### config.mk
export PLATFORM = sky130hd
export DESIGN_NAME = self_program_section_control
export DESIGN_NICKNAME = d
export VERILOG_FILES = /design/src/hdl/spm_ctrl_pkg.sv /design/src/hdl/region_decode.sv /design/src/hdl/self_program_section_control.sv
export SDC_FILE = /design/constraint.sdc
export NUM_CORES = 1
export LEC_CHECK = 0
export ABC_AREA = 1
export BUFFER_PORTS_ARGS = -buffer_cell sky130_fd_sc_hd__clkbuf_2
export CORE_MARGIN = 2
export CORE_UTILIZATION = 47
export DETAILED_ROUTE_END_ITERATION = 7
export PLACE_DENSITY = 0.87
export SYNTH_ARGS = -nofsm -noshare
export SYNTH_HDL_FRONTEND = slang
export SYNTH_HIERARCHICAL = 1
export SYNTH_SLANG_ARGS = --single-unit
### constraint.sdc
create_clock -name core_clk -period 2.5 [get_ports core_clk]
set_input_delay 0.375 -clock core_clk [delete_from_list [all_inputs] [get_ports core_clk]]
set_output_delay 0.375 -clock core_clk [all_outputs]
set_load 0.03 [all_outputs]
### src/hdl/spm_ctrl_pkg.sv
package spm_ctrl_pkg;
    // Flash word address width: 128K bytes as 64K words.
    localparam int ADDR_W = 16;
    localparam int PAGE_W = 7;
    // Fixed concurrent-read boundary: words at or above it are no-concurrent-read.
    localparam logic [ADDR_W-1:0] NCR_START = 16'hF000;
    // Boot region start for each boot size setting; all lie at or above NCR_START.
    localparam logic [ADDR_W-1:0] BOOT_START_0 = 16'hF000;
    localparam logic [ADDR_W-1:0] BOOT_START_1 = 16'hF800;
    localparam logic [ADDR_W-1:0] BOOT_START_2 = 16'hFC00;
    localparam logic [ADDR_W-1:0] BOOT_START_3 = 16'hFE00;
    // Lock set encodings, one means unprogrammed.
    localparam logic [1:0] LOCK_NONE = 2'h3;
    localparam logic [1:0] LOCK_NO_STORE = 2'h2;
    localparam logic [1:0] LOCK_ALL = 2'h0;
    localparam logic [1:0] LOCK_NO_LOAD = 2'h1;
    localparam logic [1:0] LOCK_RESET = 2'h3;
    // Time a page erase or write keeps the array busy.
    localparam int PROG_TIME_US = 4;
    localparam int CLK_MHZ = 100;
    localparam int PROG_CYCLES = PROG_TIME_US * CLK_MHZ;
    localparam int CNT_W = 9;

    typedef struct packed {
        logic [ADDR_W-1:0] target;
        logic [ADDR_W-1:0] pc;
        logic erase;
    } store_req_s;

    typedef struct packed {
        logic [ADDR_W-1:0] addr;
        logic [ADDR_W-1:0] pc;
    } load_req_s;
endpackage

### src/hdl/region_decode.sv
`timescale 1ns/1ps
// Classifies one flash word address against the boot and fixed boundaries.
module region_decode (
    input wire logic [1:0] boot_size_fuses,
    input wire logic [spm_ctrl_pkg::ADDR_W-1:0] addr,
    output logic in_boot,
    output logic in_ncr
);
    logic [spm_ctrl_pkg::ADDR_W-1:0] boot_start;

    always_comb begin
        unique case (boot_size_fuses)
            2'h0: boot_start = spm_ctrl_pkg::BOOT_START_0;
            2'h1: boot_start = spm_ctrl_pkg::BOOT_START_1;
            2'h2: boot_start = spm_ctrl_pkg::BOOT_START_2;
            2'h3: boot_start = spm_ctrl_pkg::BOOT_START_3;
        endcase
    end

    assign in_boot = addr >= boot_start;
    assign in_ncr = addr >= spm_ctrl_pkg::NCR_START;
endmodule

### src/hdl/self_program_section_control.sv
`timescale 1ns/1ps
// Functional notes
// - Store refused when issued from application region.
// - Boot code may store to any page.
// - Boot size fuses split application and boot.
// - Fixed boundary splits concurrent and no-concurrent regions.
// - Concurrent-region programming never halts the CPU.
// - No-concurrent-region programming halts CPU throughout.
// - Concurrent region unreadable while being programmed.
// - Boot region always inside no-concurrent region.
// - Busy flag reads one while region blocked.
// - Classification follows store target, not read address.
// - Two independent lock sets, application and boot.
// - Lock codes: 11 free, 10 nostore, 00 both, 01 noload.
// - Locks only programmed; chip erase restores them. Here rst also reloads LOCK_RESET (11).
module self_program_section_control (
    input wire logic core_clk,
    input wire logic rst,
    input wire logic [1:0] boot_size_fuses,
    input wire logic store_valid,
    input wire spm_ctrl_pkg::store_req_s store_req,
    input wire logic load_valid,
    input wire spm_ctrl_pkg::load_req_s load_req,
    input wire logic fetch_valid,
    input wire logic [spm_ctrl_pkg::ADDR_W-1:0] fetch_addr,
    input wire logic busy_clear,
    input wire logic lock_write,
    input wire logic [1:0] application_lock_set_wdata,
    input wire logic [1:0] boot_region_lock_set_wdata,
    input wire logic chip_erase,
    output logic store_accepted_ff,
    output logic store_refused_ff,
    output logic cpu_halt_ff,
    output logic concurrent_region_busy_flag_ff,
    output logic prog_active_ff,
    output logic load_allowed_ff,
    output logic fetch_blocked_ff,
    output logic [1:0] application_lock_set_ff,
    output logic [1:0] boot_region_lock_set_ff
);
    typedef enum logic [1:0] {IDLE, PROG_CR, PROG_NCR} prog_state_e;

    prog_state_e state_ff;
    logic [spm_ctrl_pkg::CNT_W-1:0] cnt_ff;
    logic pc_boot, tgt_boot, tgt_ncr, ld_boot, ld_ncr, ldpc_boot, fe_ncr;
    logic store_ok, load_ok, done;

    region_decode u_pc (
        .boot_size_fuses(boot_size_fuses),
        .addr(store_req.pc),
        .in_boot(pc_boot),
        .in_ncr()
    );
    region_decode u_tgt (
        .boot_size_fuses(boot_size_fuses),
        .addr({store_req.target[spm_ctrl_pkg::ADDR_W-1:spm_ctrl_pkg::PAGE_W], {spm_ctrl_pkg::PAGE_W{1'b0}}}),
        .in_boot(tgt_boot),
        .in_ncr(tgt_ncr)
    );
    region_decode u_ld (
        .boot_size_fuses(boot_size_fuses),
        .addr(load_req.addr),
        .in_boot(ld_boot),
        .in_ncr(ld_ncr)
    );
    region_decode u_fe (
        .boot_size_fuses(boot_size_fuses),
        .addr(fetch_addr),
        .in_boot(),
        .in_ncr(fe_ncr)
    );
    region_decode u_ldpc (
        .boot_size_fuses(boot_size_fuses),
        .addr(load_req.pc),
        .in_boot(ldpc_boot),
        .in_ncr()
    );

    // Stores come only from boot code; the target may be any page the lock of its region permits.
    always_comb begin
        store_ok = pc_boot;
        if (tgt_boot) begin
            store_ok = store_ok && boot_region_lock_set_ff[0];
        end else begin
            store_ok = store_ok && application_lock_set_ff[0];
        end
    end

    // Cross-region loads check the lock of the region being read; bit 1 low forbids them.
    always_comb begin
        load_ok = 1'b1;
        if (ld_boot && !ldpc_boot) begin
            load_ok = boot_region_lock_set_ff[1];
        end else if (!ld_boot && ldpc_boot) begin
            load_ok = application_lock_set_ff[1];
        end
        if (state_ff == PROG_CR && !ld_ncr) begin
            load_ok = 1'b0;
        end
    end

    assign done = cnt_ff == spm_ctrl_pkg::CNT_W'(spm_ctrl_pkg::PROG_CYCLES - 1);

    always_ff @(posedge core_clk) begin
        if (rst) begin
            state_ff <= IDLE;
            cnt_ff <= '0;
        end else begin
            unique case (state_ff)
                IDLE: begin
                    cnt_ff <= '0;
                    if (store_valid && store_ok) begin
                        state_ff <= tgt_ncr ? PROG_NCR : PROG_CR;
                    end
                end
                PROG_CR, PROG_NCR: begin
                    cnt_ff <= cnt_ff + 1'b1;
                    if (done) begin
                        state_ff <= IDLE;
                    end
                end
            endcase
        end
    end

    always_ff @(posedge core_clk) begin
        if (rst) begin
            store_accepted_ff <= 1'b0;
            store_refused_ff <= 1'b0;
        end else begin
            store_accepted_ff <= store_valid && state_ff == IDLE && store_ok;
            store_refused_ff <= store_valid && !(state_ff == IDLE && store_ok);
        end
    end

    // Halt spans the whole operation only when the target is in the no-concurrent region.
    always_ff @(posedge core_clk) begin
        if (rst) begin
            cpu_halt_ff <= 1'b0;
            prog_active_ff <= 1'b0;
        end else if (state_ff == IDLE) begin
            cpu_halt_ff <= store_valid && store_ok && tgt_ncr;
            prog_active_ff <= store_valid && store_ok;
        end else if (done) begin
            cpu_halt_ff <= 1'b0;
            prog_active_ff <= 1'b0;
        end
    end

    // Busy stays set after completion until software clears it; a new start wins over a clear.
    always_ff @(posedge core_clk) begin
        if (rst) begin
            concurrent_region_busy_flag_ff <= 1'b0;
        end else if (state_ff == IDLE && store_valid && store_ok && !tgt_ncr) begin
            concurrent_region_busy_flag_ff <= 1'b1;
        end else if (busy_clear && state_ff != PROG_CR) begin
            concurrent_region_busy_flag_ff <= 1'b0;
        end
    end

    // While busy, the concurrent region stays blocked for both fetch and load.
    always_ff @(posedge core_clk) begin
        if (rst) begin
            load_allowed_ff <= 1'b0;
            fetch_blocked_ff <= 1'b0;
        end else begin
            load_allowed_ff <= load_valid && load_ok && !(concurrent_region_busy_flag_ff && !ld_ncr);
            fetch_blocked_ff <= fetch_valid && ((concurrent_region_busy_flag_ff && !fe_ncr) || cpu_halt_ff);
        end
    end

    // Lock bits can only be driven toward zero; chip erase and reset restore ones.
    always_ff @(posedge core_clk) begin
        if (rst) begin
            application_lock_set_ff <= spm_ctrl_pkg::LOCK_RESET;
            boot_region_lock_set_ff <= spm_ctrl_pkg::LOCK_RESET;
        end else if (chip_erase) begin
            application_lock_set_ff <= spm_ctrl_pkg::LOCK_NONE;
            boot_region_lock_set_ff <= spm_ctrl_pkg::LOCK_NONE;
        end else if (lock_write) begin
            application_lock_set_ff <= application_lock_set_ff & application_lock_set_wdata;
            boot_region_lock_set_ff <= boot_region_lock_set_ff & boot_region_lock_set_wdata;
        end
    end

    region_layout_a: assert property (@(posedge core_clk) disable iff (rst)
        tgt_boot |-> tgt_ncr) else $error("boot region outside no-concurrent region");
    app_store_refused_a: assert property (@(posedge core_clk) disable iff (rst)
        store_valid && !pc_boot |=> store_refused_ff && !store_accepted_ff) else $error("store from application taken");
    ncr_halt_a: assert property (@(posedge core_clk) disable iff (rst)
        state_ff == IDLE && store_valid && store_ok && tgt_ncr |=> cpu_halt_ff [*8]) else $error("halt not held");
    cr_no_halt_a: assert property (@(posedge core_clk) disable iff (rst)
        state_ff == PROG_CR |-> !cpu_halt_ff) else $error("CPU halted for concurrent target");
    busy_set_a: assert property (@(posedge core_clk) disable iff (rst)
        state_ff == PROG_CR |-> concurrent_region_busy_flag_ff) else $error("busy low while blocked");
    busy_sticky_a: assert property (@(posedge core_clk) disable iff (rst)
        $fell(prog_active_ff) && !cpu_halt_ff && $past(state_ff == PROG_CR) |-> concurrent_region_busy_flag_ff)
        else $error("busy cleared by hardware");
    cr_load_block_a: assert property (@(posedge core_clk) disable iff (rst)
        load_valid && state_ff == PROG_CR && !ld_ncr |=> !load_allowed_ff) else $error("load from busy region");
    lock_monotone_a: assert property (@(posedge core_clk) disable iff (rst)
        !$past(chip_erase) && !$past(rst) |-> (application_lock_set_ff & ~$past(application_lock_set_ff)) == 2'h0)
        else $error("lock bit returned to one");
    op_length_a: assert property (@(posedge core_clk) disable iff (rst)
        $rose(prog_active_ff) |-> prog_active_ff [*8]) else $error("operation too short");
    boot_lock_monotone_a: assert property (@(posedge core_clk) disable iff (rst)
        !$past(chip_erase) && !$past(rst) |-> (boot_region_lock_set_ff & ~$past(boot_region_lock_set_ff)) == 2'h0)
        else $error("boot lock bit returned to one");
    halt_fetch_block_a: assert property (@(posedge core_clk) disable iff (rst)
        fetch_valid && cpu_halt_ff |=> fetch_blocked_ff) else $error("fetch served while halted");
    cr_fetch_block_a: assert property (@(posedge core_clk) disable iff (rst)
        fetch_valid && state_ff == PROG_CR && !fe_ncr |=> fetch_blocked_ff) else $error("fetch from busy region");
    locked_store_refused_a: assert property (@(posedge core_clk) disable iff (rst)
        store_valid && !tgt_boot && !application_lock_set_ff[0] |=> store_refused_ff) else $error("locked store taken");
    boot_store_taken_a: assert property (@(posedge core_clk) disable iff (rst)
        store_valid && state_ff == IDLE && pc_boot && (tgt_boot ? boot_region_lock_set_ff[0] : application_lock_set_ff[0])
        |=> store_accepted_ff && prog_active_ff) else $error("boot store not started");
endmodule

# --- Word-level counts from Yosys, hierarchy flattened ---
# Index checks and enable logic that the tools add are counted.
word_totals:
  mem_bits_ro: 0
  memories: 0
  out_inout_bits: 11
  latch_bits: 0
  ramBits: 0
  ff_bits: 22
classes:
  n_mul: 0
  n_shift: 0
  n_div: 0
  bitwise: 2
  reduce_logical: 33
  n_eq_ne: 9
  n_lt_le_gt_ge: 7
  add_sub_neg: 1
  mux: 15
ops:
  columns: ["cell", "n"]
  rows:
  - ["greater-or-equal comparator 16 bit", 4]
  - ["case mux 16 bit (4 select lines)", 1]
  - ["greater-or-equal comparator 16 bit, second input constant", 3]
  - ["logical AND 1 bit", 18]
  - ["case mux 9 bit (2 select lines)", 1]
  - ["adder 9 x 1 -> 9 bit, second input constant", 1]
  - ["== test 9 bit, second input constant", 1]
  - ["2-to-1 mux 1 bit", 9]
  - ["logical NOT 1 bit", 7]
  - ["== test 2 bit, second input constant", 3]
  - ["2-to-1 mux 2 bit", 3]
  - ["bitwise AND 2 bit", 2]
  - ["== test 2 x 1 -> 1 bit, second input constant", 2]
  - ["logical NOT 2 bit", 2]
  - ["inequality test 2 bit, second input constant", 2]
  - ["case mux 2 bit (2 select lines)", 1]
  - ["nonzero test 2 bit", 2]
  - ["OR reduction 2 bit", 2]
  - ["inequality test 2 x 1 -> 1 bit, second input constant", 1]
  - ["AND reduction 2 bit", 1]
  - ["logical OR 1 bit", 1]

# --- Logic depth before layout (Yosys ltp) ---
depth:
  depth_word: 10
  depth_mapped: 17

# --- By module ---
# The synthesis kept the hierarchy.
by_module_without_submodules:
  columns: ["module", "n_inst", "area_each_um2", "cells_each"]
  rows:
  - ["self_program_section_control", 1, 923.4, 122]
  - ["region_decode", 5, 157.7, 34]

# --- Worst setup path before layout ---
# Ideal clock, no wire load.
synth_path:
  kind: "input to register"
  from: "input boot_size_fuses[0]"
  to: "register state_ff[0]"
  required_ns: 2.384
  arrival_ns: 1.498
  setup_ns: 0.116
  n_path_buf: 0
  cell_stages: 16
  slack_ns: 0.886
  path_cell_list: "nand2_1 -> inv_1 -> ha_1 -> inv_1 -> nor2_1 -> nand2_1 -> nor2_1 -> nand2_1 -> nand2_1 -> nand2_1 -> nand2_1 -> nand3_1 -> nand2_1 -> nand2_1 -> nand2_1 -> a21oi_1"
synth_between:
  word_cells_on_any_way: 13
  cone_classes: "2 x order compare; 4 x eq/ne; 2 x mux; 5 x reduce/logical"
synth_rtl:
  columns: ["element", "line", "source"]
  rows:
  - ["from (decl)", "self_program_section_control.sv:19", "input wire logic [1:0] boot_size_fuses,"]
  - ["== test 2 bit (tied with other cells)", "region_decode.sv:12", "unique case (boot_size_fuses)"]
  - ["case mux 16 bit (4 select lines) *", "region_decode.sv:12", null]
  - ["greater-or-equal comparator 16 bit *", "region_decode.sv:20", "assign in_boot = addr >= boot_start;"]
  - ["via tgt_boot", "self_program_section_control.sv:45", "logic pc_boot, tgt_boot, tgt_ncr, ld_boot, ld_ncr, ldpc_boot, fe_ncr;"]
  - ["2-to-1 mux 1 bit *", "self_program_section_control.sv:82", "if (tgt_boot) begin"]
  - ["logical AND 1 bit *", "self_program_section_control.sv:112", "if (store_valid && store_ok) begin"]
  - ["inequality test 2 bit (no source line) *", null, null]
  - ["AND reduction 2 bit (no source line) *", null, null]
  - ["to (signal assigned)", "self_program_section_control.sv:113", "state_ff <= tgt_ncr ? PROG_NCR : PROG_CR;"]
  - ["to (decl)", "self_program_section_control.sv:43", "prog_state_e state_ff;"]
# Mark *: on every way through the listed nets, which the timed path passes. The rest lies on a longest branch. The select of a mux whose other input is x is not followed.
# A chain may end at the register's enable or synchronous reset.

# --- Final worst setup path ---
layout_path:
  from: "input boot_size_fuses[1]"
  to: "register state_ff[0]"
# Same word-level chain as after synthesis.

==> impl_metrics.toml <==
[outcome]
status = "complete, no violations"

[critical_path]
rr_endpoint = "cnt_ff[8]"
regToRegSetupSlack_ns = 1.19
crit_fanout = 12
critPathKind = "input pin to flip-flop"
crit_path_end_kind = "flip-flop"
cp.arrival_ns = 1.94
critPathRequiredTime_ns = 2.74
rr_startpoint = "cnt_ff[0]"
r2r_cells = 8
startpoint_type = "input pin"

[run]
drv_cap = 0

[sta]
hold_violations = 0
timing.fmax_mhz = 589.9
min_period_ns = 1.695
finClkSkew_ns = 0.005673
setup_viol = 0
timing.hold.ws_ns = 0.2886
finalCritPeriodShare_pct = 67.81
tns_ns = 0
maxSlewViolCount = 0
rsz0062_at_grt = "false"

[finish]
final_common_cell = "clkbuf_2"
nets = 470
area_growth_pct = 33.49
multi_input_area_um2 = 940.9
fillers = 307
stdcell_area_um2 = 2105
diodes = 0
layout_common_cells = "clkbuf_2 (85), nand2_1 (79), inv_1 (45)"
drive_gt1_share_pct = 31.84
seq_area_um2 = 440.4
final_cells = 404

[die]
core_um2 = 3284
die_area_um2 = 3833
die_w_um = 61.92
die_y_um = 61.92
row_count = 21
initial_core_util_pct = 48.00
io_pins = 106

[power]
ir_drop_mv = 0.2039
power_switching_w = 0.0002133
clock_power_share_pct = 21.2
seq_power_share_pct = 50.7
p_comb_share_pct = 28.1
leakage_nw = 1.263
powerDensity_nw_per_um2 = 343.2
cellInternalPower_w = 0.0005090
p_sw_share_pct = 29.53
p_total_w = 0.0007223

[detailed_routing]
dr.pass1.iters = 4
route.detailed.wl_per_inst_um = 8.522
ant_nets = 0
routed_via_density = 4.391
num_vias = 1774
drt-total-wl_um = 3443
drc = 0
first_iter_violations = 53

[synth]
netlist_instances = 264
yosysWarnings = 6
synth_area_per_cell_um2 = 5.972
syn-cell-area_um2 = 1577

[clock_tree]
postCtsSetupRepairBufs = 0
clk_path_buf_depth = 2
cts_resized = 0
numCtsBuffers = 3
cts_tree = "yes"
clkTransAtPathRegs_ns = 0.11
htree_num_levels = 1
clock_sinks = 22
ctsHoldBuffers = 0
root_buffer = "clkbuf_4"
clk_latency_ns = 0.30

[hold_path]
worstHoldStart = "boot_region_lock_set_wdata[1]"
worstHoldEndpoint = "boot_region_lock_set_ff[1]"
whs_path_depth = 3
hp-class = "input pin to flip-flop"

[place]
hpwl_um = 3059
gp_congestion = 0.7915
placed_cells = 401
io_buffers = 85
dpl_cell_area_um2 = 2082

[grt]
grt_max_degree = 13
grt_first_pass_wirelength_um = 5892
antenna_found_initial = 0
grt_pass1_vias = 1634
track_usage_pct = 19.88
overflow = 0
-- area by class of cell --
type                            count  area share [%]
Clock buffer                        3           1.070
Multi-Input combinational cell    190           44.71
Sequential cell                    22           20.93
Timing Repair Buffer               85           20.21
Inverter                           58           10.34
Tap cell                           46           2.735
-- metal layers --
| layer | vias up | routed length, um | track usage, % |
|---|---|---|---|
| met5 | - | 0 | 0 |
| met4 | 0 | 31 | 3.951 |
| met3 | 4 | 191 | 3.313 |
| met2 | 58 | 1691 | 39.40 |
| met1 | 741 | 1528 | 21.96 |
| li1 | 971 | - | - |
-- sequential cells by signal (all words and copies together) (netlist names) --
name                            cells
store_accepted_ff                   1
cpu_halt_ff                         1
cnt_ff                              9
boot_region_lock_set_ff             2
state_ff                            2
store_refused_ff                    1
prog_active_ff                      1
application_lock_set_ff             2
concurrent_region_busy_flag_ff      1
fetch_blocked_ff                    1
load_allowed_ff                     1
-- stage by stage --
stage / setup slack, ns / utilization (%)
2_1_floorplan: 0.8857 / -
3_3_place_gp: 0.5297 / 63.39
3_5_place_dp: 0.4858 / 63.39
4_1_cts: 0.8091 / 64.08
5_1_grt: 0.5534 / 64.08
6_report: 0.8047 / 64.08
-- how the worst max path moves through the flow --
stage / start / end / slack [ns] / cells past startpoint
6_report: boot_size_fuses[1] / state_ff[0] / 0.80 / 17
5_1_grt: boot_size_fuses[1] / state_ff[0] / 0.55 / 17
4_1_cts: boot_size_fuses[1] / state_ff[0] / 0.81 / 18
3_5_place_dp: boot_size_fuses[1] / state_ff[0] / 0.49 / 18
3_3_place_gp: boot_size_fuses[1] / state_ff[0] / 0.53 / 17
2_1_floorplan: boot_size_fuses[0] / state_ff[0] / 0.89 / 16
-- critical path: stages --
cell and delay, ns:
clkbuf_2 0.20, nor2_1 0.09, ha_1 0.30, nand2_1 0.07
inv_2 0.05, nand2_1 0.04, nor2_1 0.09, nand2_1 0.06
nand2_1 0.07, inv_1 0.04, nand2_1 0.04, nand2_1 0.08
nand3_1 0.09, nand2_1 0.09, nand2_1 0.09, nand2_1 0.05
a21oi_1 0.11
-- power by group through the flow --
stage | clock (W) | combinational, W | sequential, W
after global placement | 0 | 0.000196 | 0.000374
final | 0.000153 | 0.000203 | 0.000366
after global routing | 0.000173 | 0.000239 | 0.000368
after CTS | 0.000159 | 0.000204 | 0.000366
after detailed placement | 0 | 0.000203 | 0.000374
after floorplan | 0 | 0.000106 | 0.000383
No activity file was read; power rests on OpenSTA's default activity.
